## config.mk

```make
export PLATFORM = sky130hd
export DESIGN_NAME = srm_top
export DESIGN_NICKNAME = d
export VERILOG_FILES = /design/src/logic/srm_pkg.sv /design/src/logic/srm_delay_line.sv /design/src/logic/srm_top.sv
export VERILOG_INCLUDE_DIRS = /design/src /design/src/logic
export SDC_FILE = /design/constraint.sdc
export NUM_CORES = 1
export LEC_CHECK = 0
export BUFFER_PORTS_ARGS = -buffer_cell sky130_fd_sc_hd__buf_2
export CAP_MARGIN = 15
export CORE_AREA = 2 2 238 240
export DETAILED_ROUTE_END_ITERATION = 8
export DIE_AREA = 0 0 240 242
export GPL_ROUTABILITY_DRIVEN = 0
export GPL_TIMING_DRIVEN = 0
export PLACE_DENSITY = 0.7
export SKIP_LAST_GASP = 1
export SLEW_MARGIN = 25
export SYNTH_ARGS = -nofsm -noshare
export SYNTH_HDL_FRONTEND = slang
export SYNTH_SLANG_ARGS = --single-unit
export TNS_END_PERCENT = 50
```

## constraint.sdc

```tcl
create_clock -name clk -period 3.3 [get_ports clk]
set_clock_uncertainty 0.2 [all_clocks]
set_input_delay 0.165 -clock clk [delete_from_list [all_inputs] [get_ports clk]]
set_output_delay 0.165 -clock clk [all_outputs]
set_load 0.02 [all_outputs]
```

## src/logic/srm_regs.svh

```systemverilog
// srm_regs.svh: register offsets, field positions, reset values and latencies
// for the reference-sync, edge monitor, time-stamp and overrange block.
// assumes 15-bit register addresses and 8-bit register data.
`ifndef SRM_REGS_SVH
`define SRM_REGS_SVH

`define SRM_AW             15
`define SRM_DW             8
`define SRM_ADDR_OVR_CFG   15'h010A
`define SRM_ADDR_OVR_POL   15'h010B
`define SRM_ADDR_OUT_FMT   15'h0110
`define SRM_ADDR_LSB_OVR   15'h0116
`define SRM_ADDR_STATUS    15'h0140
`define SRM_ADDR_PIN_CFG   15'h0146
`define SRM_ADDR_SYNC_MASK 15'h014A
`define SRM_ADDR_TS_CTL    15'h0162
`define SRM_ADDR_DEC       15'h0169

`define SRM_PIN_SYNC       8'h00
`define SRM_PIN_OVR        8'h02
`define SRM_PIN_RST        8'hFF
`define SRM_TS_ON          2'h3
`define SRM_MASK_RST       8'h07
`define SRM_ST_DET         6
`define SRM_ST_OR          5
`define SRM_MK_DIV         0
`define SRM_MK_NCO         1
`define SRM_MK_RAMP        2
`define SRM_MK_RAMP_EN     3

`define SRM_CAP_OFS_PS     60
`define SRM_WIN_LO_PS      60
`define SRM_WIN_HI_PS      140
`define SRM_CAP_TAP        3
`define SRM_NTAPS          6
`define SRM_DATA_LAT       43
`define SRM_TS_LAT         8
`define SRM_CMD_BITS       16
`define SRM_DATA_BITS      8

`endif

```

## src/logic/srm_pkg.sv

```systemverilog
// srm_pkg: types shared by the reference-sync block.
// assumes srm_regs.svh supplies the numeric constants.
package srm_pkg;

  typedef enum logic [1:0] {
    SP_CMD,
    SP_DATA,
    SP_DONE
  } srm_spi_phase_type;

  typedef struct packed {
    logic        ovr;
    logic [15:0] data;
  } srm_sample_type;

  typedef struct packed {
    logic       ovr_en;
    logic       ovr_pol;
    logic       ddr;
    logic       lsb_ovr;
    logic [7:0] pin_cfg;
    logic [7:0] mask;
    logic [1:0] ts;
    logic [3:0] dec;
  } srm_cfg_type;

endpackage : srm_pkg

```

## src/logic/srm_delay_line.sv

```systemverilog
// srm_delay_line: fixed-depth pipeline of plain flip-flops.
// assumes DEPTH of at least one; output lags input by DEPTH clocks.
`timescale 1ns/1ps
module srm_delay_line #(
  parameter int WIDTH = 1,
  parameter int DEPTH = 1
) (
  // clock and reset
  input  wire logic             clk,
  input  wire logic             nrst,
  // data
  input  wire logic [WIDTH-1:0] din,
  output logic      [WIDTH-1:0] dout
);

  logic [WIDTH-1:0] stage [DEPTH];

  always_ff @(posedge clk) begin
    if (!nrst) begin
      for (int i = 0; i < DEPTH; i++) begin
        stage[i] <= '0;
      end
    end else begin
      stage[0] <= din;
      for (int i = 1; i < DEPTH; i++) begin
        stage[i] <= stage[i-1];
      end
    end
  end

  assign dout = stage[DEPTH-1];

endmodule : srm_delay_line

```

## src/logic/srm_top.sv

```systemverilog
// srm_top: reference-sync input, edge-window monitor, time-stamp marker and
// overrange routing, configured over the serial register port.
// assumes all inputs synchronous to clk; ref_taps come from the analog
// capture line sampling the reference at fixed sub-cycle offsets.
`timescale 1ns/1ps
`include "srm_regs.svh"
module srm_top
  import srm_pkg::*;
#(
  parameter int DATA_LAT = `SRM_DATA_LAT,
  parameter int TS_LAT   = `SRM_TS_LAT
) (
  // clock and reset
  input  wire logic        clk,
  input  wire logic        nrst,
  // serial register port
  input  wire logic        spi_clk,
  input  wire logic        spi_en_n,
  input  wire logic        spi_din,
  output logic             spi_dout,
  output logic             spi_dout_oe,
  // general-purpose pin and reference capture taps
  input  wire logic        sync_input_pin,
  output logic             sync_pin_out,
  output logic             sync_pin_oe,
  input  wire logic [5:0]  ref_taps,
  // sample path
  input  wire logic [15:0] adc_data,
  input  wire logic        adc_clip,
  output logic [15:1]      out_data_hi,
  output logic             lsb_output_lane,
  output logic             out_ddr,
  output logic             ddc_lsb_ovr,
  // sync resets to the downconverter path
  output logic             div_reset,
  output logic             nco_phase_reset
);

  srm_cfg_type            cfg;
  srm_spi_phase_type      phase;
  logic                   sck_q;
  logic                   sck_rise;
  logic                   sck_fall;
  logic [4:0]             bit_cnt;
  logic [15:0]            cmd_sh;
  logic [7:0]             wr_sh;
  logic [7:0]             rd_sh;
  logic                   wr_stb;
  logic [`SRM_AW-1:0]     wr_addr;
  logic [7:0]             wr_data;
  logic [4:0]             st_flags;
  logic                   st_or;
  logic                   st_det;
  logic [4:0]             win_xor;
  logic                   ref_lvl;
  logic                   ref_prev;
  logic                   ref_rise;
  logic                   sync_sel;
  logic                   ddc_mode;
  logic                   ts_on;
  logic [15:0]            ramp;
  srm_sample_type         smp_in;
  srm_sample_type         smp_dly;
  logic                   mark_dly;

  function automatic logic [7:0] reg_read(input logic [`SRM_AW-1:0] a,
                                          input srm_cfg_type c);
    case (a)
      `SRM_ADDR_OVR_CFG:   reg_read = {7'h00, c.ovr_en};
      `SRM_ADDR_OVR_POL:   reg_read = {7'h00, c.ovr_pol};
      `SRM_ADDR_OUT_FMT:   reg_read = {7'h00, c.ddr};
      `SRM_ADDR_LSB_OVR:   reg_read = {7'h00, c.lsb_ovr};
      `SRM_ADDR_STATUS:    reg_read = {1'b0, st_det, st_or, st_flags};
      `SRM_ADDR_PIN_CFG:   reg_read = c.pin_cfg;
      `SRM_ADDR_SYNC_MASK: reg_read = c.mask;
      `SRM_ADDR_TS_CTL:    reg_read = {c.ts, 6'h00};
      `SRM_ADDR_DEC:       reg_read = {4'h0, c.dec};
      default:             reg_read = 8'h00;
    endcase
  endfunction : reg_read

  // serial port: frame is read flag, 15-bit address, 8 data bits, msb first
  assign sck_rise = spi_clk & ~sck_q;
  assign sck_fall = ~spi_clk & sck_q;

  always_ff @(posedge clk) begin
    if (!nrst) begin
      sck_q <= 1'b0;
    end else begin
      sck_q <= spi_clk;
    end
  end

  always_ff @(posedge clk) begin
    if (!nrst) begin
      phase   <= SP_CMD;
      bit_cnt <= 5'h00;
      cmd_sh  <= 16'h0000;
      wr_sh   <= 8'h00;
      rd_sh   <= 8'h00;
      wr_stb  <= 1'b0;
      wr_addr <= '0;
      wr_data <= 8'h00;
    end else begin
      wr_stb <= 1'b0;
      if (spi_en_n) begin
        phase   <= SP_CMD;
        bit_cnt <= 5'h00;
      end else if (sck_rise) begin
        case (phase)
          SP_CMD: begin
            cmd_sh  <= {cmd_sh[14:0], spi_din};
            bit_cnt <= bit_cnt + 5'h01;
            if (bit_cnt == 5'(`SRM_CMD_BITS - 1)) begin
              phase   <= SP_DATA;
              bit_cnt <= 5'h00;
              rd_sh   <= reg_read({cmd_sh[13:0], spi_din}, cfg);
            end
          end
          SP_DATA: begin
            wr_sh   <= {wr_sh[6:0], spi_din};
            bit_cnt <= bit_cnt + 5'h01;
            if (bit_cnt == 5'(`SRM_DATA_BITS - 1)) begin
              phase   <= SP_DONE;
              wr_stb  <= ~cmd_sh[15];
              wr_addr <= cmd_sh[14:0];
              wr_data <= {wr_sh[6:0], spi_din};
            end
          end
          SP_DONE: begin
            phase <= SP_DONE;
          end
          default: begin
            phase <= SP_CMD;
          end
        endcase
      end else if (sck_fall && phase == SP_DATA) begin
        rd_sh <= {rd_sh[6:0], 1'b0};
      end
    end
  end

  // read data leaves on falling edges so the master samples on rising ones
  always_ff @(posedge clk) begin
    if (!nrst) begin
      spi_dout    <= 1'b0;
      spi_dout_oe <= 1'b0;
    end else begin
      if (sck_fall && phase == SP_DATA) begin
        spi_dout <= rd_sh[7];
      end
      spi_dout_oe <= ~spi_en_n & cmd_sh[15] & (phase == SP_DATA);
    end
  end

  // configuration registers
  always_ff @(posedge clk) begin
    if (!nrst) begin
      cfg.ovr_en  <= 1'b1;
      cfg.ovr_pol <= 1'b0;
      cfg.ddr     <= 1'b0;
      cfg.lsb_ovr <= 1'b0;
      cfg.pin_cfg <= `SRM_PIN_RST;
      cfg.mask    <= `SRM_MASK_RST;
      cfg.ts      <= 2'h0;
      cfg.dec     <= 4'h0;
    end else if (wr_stb) begin
      case (wr_addr)
        `SRM_ADDR_OVR_CFG:   cfg.ovr_en  <= wr_data[0];
        `SRM_ADDR_OVR_POL:   cfg.ovr_pol <= wr_data[0];
        `SRM_ADDR_OUT_FMT:   cfg.ddr     <= wr_data[0];
        `SRM_ADDR_LSB_OVR:   cfg.lsb_ovr <= wr_data[0];
        `SRM_ADDR_PIN_CFG:   cfg.pin_cfg <= wr_data;
        `SRM_ADDR_SYNC_MASK: cfg.mask    <= wr_data;
        `SRM_ADDR_TS_CTL:    cfg.ts      <= wr_data[7:6];
        `SRM_ADDR_DEC:       cfg.dec     <= wr_data[3:0];
        default:             cfg.dec     <= cfg.dec;
      endcase
    end
  end

  assign sync_sel = (cfg.pin_cfg == `SRM_PIN_SYNC);
  assign ddc_mode = (cfg.dec != 4'h0);
  assign ts_on    = (cfg.ts == `SRM_TS_ON) & ~ddc_mode;

  // reference capture: the tap at the edge plus the fixed offset is the level
  assign ref_lvl  = sync_sel & ref_taps[`SRM_CAP_TAP];
  assign ref_rise = ref_lvl & ~ref_prev;

  always_ff @(posedge clk) begin
    if (!nrst) begin
      ref_prev <= 1'b0;
    end else begin
      ref_prev <= ref_lvl;
    end
  end

  // adjacent taps that disagree mark the window the transition fell into
  genvar g;
  generate
    for (g = 0; g < 5; g++) begin : g_win
      assign win_xor[g] = ref_taps[g] ^ ref_taps[g+1];
    end
  endgenerate

  always_ff @(posedge clk) begin
    if (!nrst) begin
      st_flags <= 5'h00;
      st_or    <= 1'b0;
    end else if (ref_rise) begin
      st_flags <= win_xor;
      st_or    <= |win_xor;
    end
  end

  // a new edge in the clearing cycle wins, so no detection is lost
  always_ff @(posedge clk) begin
    if (!nrst) begin
      st_det <= 1'b0;
    end else if (ref_rise) begin
      st_det <= 1'b1;
    end else if (wr_stb && wr_addr == `SRM_ADDR_STATUS && wr_data[`SRM_ST_DET]) begin
      st_det <= 1'b0;
    end
  end

  // sync pulses for the downconverter path; one pulse suffices per edge
  always_ff @(posedge clk) begin
    if (!nrst) begin
      div_reset       <= 1'b0;
      nco_phase_reset <= 1'b0;
    end else begin
      div_reset       <= ref_rise & ddc_mode & cfg.mask[`SRM_MK_DIV];
      nco_phase_reset <= ref_rise & ddc_mode & cfg.mask[`SRM_MK_NCO];
    end
  end

  always_ff @(posedge clk) begin
    if (!nrst) begin
      ramp <= 16'h0000;
    end else if (ref_rise && !ddc_mode && cfg.mask[`SRM_MK_RAMP]) begin
      ramp <= 16'h0000;
    end else begin
      ramp <= ramp + 16'h0001;
    end
  end

  // overrange rides with its sample, so both share the same latency
  assign smp_in.ovr  = adc_clip & cfg.ovr_en;
  assign smp_in.data = cfg.mask[`SRM_MK_RAMP_EN] ? ramp : adc_data;

  srm_delay_line #(
    .WIDTH ($bits(srm_sample_type)),
    .DEPTH (DATA_LAT - 1)
  ) u_data_dly (
    .clk  (clk),
    .nrst (nrst),
    .din  (smp_in),
    .dout (smp_dly)
  );

  // marker takes its own short pipe, hence it runs ahead of its sample
  srm_delay_line #(
    .WIDTH (1),
    .DEPTH (TS_LAT - 1)
  ) u_mark_dly (
    .clk  (clk),
    .nrst (nrst),
    .din  (ref_rise & ts_on),
    .dout (mark_dly)
  );

  always_ff @(posedge clk) begin
    if (!nrst) begin
      out_data_hi     <= 15'h0000;
      lsb_output_lane <= 1'b0;
      out_ddr         <= 1'b0;
    end else begin
      out_data_hi <= smp_dly.data[15:1];
      out_ddr     <= cfg.ddr;
      // lane value is format independent; the serializer repeats it per half
      if (ts_on) begin
        lsb_output_lane <= mark_dly;
      end else if (cfg.lsb_ovr) begin
        lsb_output_lane <= smp_dly.ovr;
      end else begin
        lsb_output_lane <= smp_dly.data[0];
      end
    end
  end

  always_ff @(posedge clk) begin
    if (!nrst) begin
      sync_pin_out <= 1'b0;
      sync_pin_oe  <= 1'b0;
      ddc_lsb_ovr  <= 1'b0;
    end else begin
      sync_pin_out <= smp_dly.ovr ^ cfg.ovr_pol;
      sync_pin_oe  <= (cfg.pin_cfg == `SRM_PIN_OVR);
      ddc_lsb_ovr  <= cfg.lsb_ovr & ddc_mode & smp_dly.ovr;
    end
  end
endmodule : srm_top

```

==> reports/qor.csv <==
metric;value;unit
fin_crit;2920;ps
p_per_area;676;mW/mm^2
setup_tns;0;ps
avgViaCountPerCell;4.54;
postPlaceCellArea;0.0264;sq mm
startpoint_type;register;
ys.flop_type;dfxtp_1;
clock.fmax;342;MHz
cts_resized;0;
clkTransAtPathRegs;60;ps
final_antenna_net_count;0;
ys_warn_count;0;
syn-num-nets;2239;
cts_setup_buffers;0;
num_rows;87;
seqCellArea;0.0172;sq mm
power;19.9;mW
dieHeight;242;microns
arrival;3220;ps
clock_path_buffers;3;
cts.sink_count;858;
wl_per_cell;12.8;microns
cp_slowest_cell;dlygate4sd3_1;
clkLatencyLatePin;610;ps
hold_path_end;u_data_dly.stage[0][11]$_SDFF_PN0_;
worst_setup_path_end_kind;register;
clockRootBuffer;clkbuf_16;
grt-ovfl-total;0;
grt_pass1_vias;14800;
rr_endpoint;st_flags[0]$_SDFFE_PN0P_;
start_util;45.2;%
finalWirelength;40.8;mm
diodes;0;
antenna_found_initial;0;
firstDrtPassIters;5;
io_buffers;50;
ys_seq_elements;858;
outcome;complete, no violations;
ir_drop;0.397;mV
drv_cap;0;
fp.dieW;240;microns
place_hpwl;27.2;mm
final-max-slew-violation-count;0;
grt_max_degree;16;
synth_edf_count;0;
fin_area;0.0294;sq mm
async_flop_share;0;%
cp.required;3600;ps
syn_inst;2206;
n_fill_cell;4750;
post-place-ws;573;ps
crit_type;register to register;
rrSetupSlack;380;ps
drive_gt1_share;8.64;%
rsz0062_at_grt;false;
tightestPinTransition;984;ps
cts_tree;done;
reg2reg_depth;6;
final_util;52.8;%
syn2layout_area_growth;16.8;%
avgSynthCellArea;11.4;sq um
yosysSeqAreaShare;68.1;%
cts_buffers;78;
r2r-start;cfg[14]$_SDFFE_PN1P_;
ctsHoldBuffers;33;
slew_headroom;33.5;%
synth_area;0.0252;sq mm
crit_chain;or4_1 -> nor4_2 -> nor3b_2 -> buf_2 -> a211oi_1 -> dlygate4sd3_1;
critPathMaxStageDelay;590;ps
grt_util_all_layers;14.4;%
min-delay-start;adc_data[11];
finalCritPeriodShare;88.5;%
crit_fanout;10;
finalHoldViolCount;0;
htreeDepth;3;
final.setup.worst_slack;379;ps
hold_depth;4;
grt_first_pass_wirelength;68.9;mm
p_leak;11.8;nW
die_area;0.0581;sq mm
ys_types;65;
vias;14500;
multi_input_area;0.00753;sq mm
hp-class;input pin to register;
drcViolationCount;0;
finalSetupViolCount;0;
core_area;0.0557;sq mm
drt_iter0_drc;651;
io_pins;53;
num-nets-final;2402;
-- cells in the mapped netlist (all sizes together) (4+ instances only) --
| library cell | instances | area, sq um |
|---|---|---|
| dfxtp | 858 | 17200 |
| and2 | 727 | 4550 |
| nand2 | 131 | 492 |
| clkbuf | 106 | 398 |
| nor2 | 76 | 285 |
| a21oi | 53 | 265 |
| mux2i | 44 | 440 |
| o21ai | 18 | 90.1 |
| nor3 | 16 | 95.1 |
| xnor2 | 14 | 123 |
| buf | 13 | 66.3 |
| a211oi | 12 | 120 |
| nand3 | 10 | 50.1 |
| nand4 | 10 | 62.6 |
| xor2 | 10 | 87.6 |
| and3 | 9 | 56.3 |
| nand2b | 9 | 56.3 |
| inv | 8 | 30.0 |
| nor4 | 8 | 86.3 |
| nor4b | 6 | 73.8 |
| a31oi | 5 | 31.3 |
| nand4b | 5 | 43.8 |
| nor3b | 5 | 42.5 |
| or4 | 5 | 41.3 |
| ha | 4 | 50.1 |
| nor4bb | 4 | 40.0 |
-- layer usage --
layer / wire [microns] / vias up / track usage, % / part of all wire (%)
met2: 20100 / 273 / 24.9 / 49
met1: 17600 / 6815 / 17.1 / 43
met4: 1140 / 0 / 5.88 / 2.8
met5: 0 / - / 0 / 0
li1: - / 7301 / - / -
met3: 1970 / 84 / 3.35 / 4.8
-- critical path, delay by kind of cell, from the launching register on --
family / cells / cell delay, ps
buffers and inverters: 2 / 900
flip-flops: 1 / 340
AO/OA/AOI/OAI: 1 / 110
AND/OR/NAND/NOR: 3 / 1260
-- cell type report --
cell class / count / share of cell area (%)
Sequential cell: 858 / 58.4
Clock inverter: 22 / 0.965
Buffer: 119 / 1.58
Multi-Input combinational cell: 1220 / 25.6
Clock buffer: 119 / 8.22
Tap cell: 756 / 3.21
Timing Repair Buffer: 83 / 1.97
Inverter: 9 / 0.115
-- power by group --
part | internal (mW) | switching [mW] | total, mW | leakage (nW)
logic | 0.102 | 0.199 | 0.301 | 3.57
registers | 10.4 | 0.0151 | 10.4 | 6.92
clock network | 5.54 | 3.66 | 9.20 | 1.34
total | 16.0 | 3.88 | 19.9 | 11.8
-- worst max-delay path by stage --
stage                            start                       end  slack, ps  cells after the start
3_5_place_dp   bit_cnt[0]$_SDFFE_PP0P_   wr_addr[1]$_SDFFE_PN0P_        570                      7
2_1_floorplan  cmd_sh[10]$_SDFFE_PN0P_     rd_sh[7]$_SDFFE_PN0P_       1120                      6
5_1_grt           cfg[14]$_SDFFE_PN1P_  st_flags[0]$_SDFFE_PN0P_        290                      6
3_3_place_gp                      nrst   sync_pin_out$_SDFF_PN0_        610                      5
4_1_cts           cfg[14]$_SDFFE_PN1P_  st_flags[0]$_SDFFE_PN0P_        440                      6
6_report          cfg[14]$_SDFFE_PN1P_  st_flags[0]$_SDFFE_PN0P_        380                      6
-- cells by family after synthesis --
kind of cell	synth area share, %
and+or+nand+nor	24.3
DFF	68.1
buffers and inverters	1.98
AOI/OAI and AO/OA	2.82
muxes	1.75
xor gates and xnor gates	0.834
adders and majority gates	0.199
-- registers in the layout, summed over array words and instances (netlist names), 2 cells and up --
name              count
u_data_dly.stage    714
cfg                  26
cmd_sh               16
ramp                 16
out_data_hi          15
wr_addr              15
rd_sh                 8
wr_data               8
u_mark_dly.stage      7
wr_sh                 7
bit_cnt               5
st_flags              5
phase                 2
-- cells in the final DEF, fill, tap and decap left out, types with 4 or more instances in the layout --
cell type,count
a211oi_1,6
a211oi_2,6
a21oi_1,53
a31oi_1,5
and2_1,727
and3_1,9
buf_1,4
buf_2,58
bufinv_16,6
clkbuf_1,119
clkbuf_16,82
clkbuf_8,23
clkinv_2,11
dfxtp_1,858
dlygate4sd3_1,33
ha_1,4
inv_1,7
mux2i_1,44
nand2_1,131
nand2b_1,9
nand3_1,10
nand4_1,10
nand4b_1,5
nor2_1,76
nor3_1,13
nor3b_1,4
nor4_1,5
nor4b_1,4
nor4bb_1,4
o21ai_0,17
or4_1,4
xnor2_1,14
xor2_1,10
-- metrics by stage --
stage          hold WS (ps)  instances
2_1_floorplan          86.7       2206
3_3_place_gp            213       3012
3_5_place_dp            217       3012
4_1_cts                 114       3186
5_1_grt                 124       3186
6_report                139       3186
Note: power is estimated with default switching activity, not from simulation.
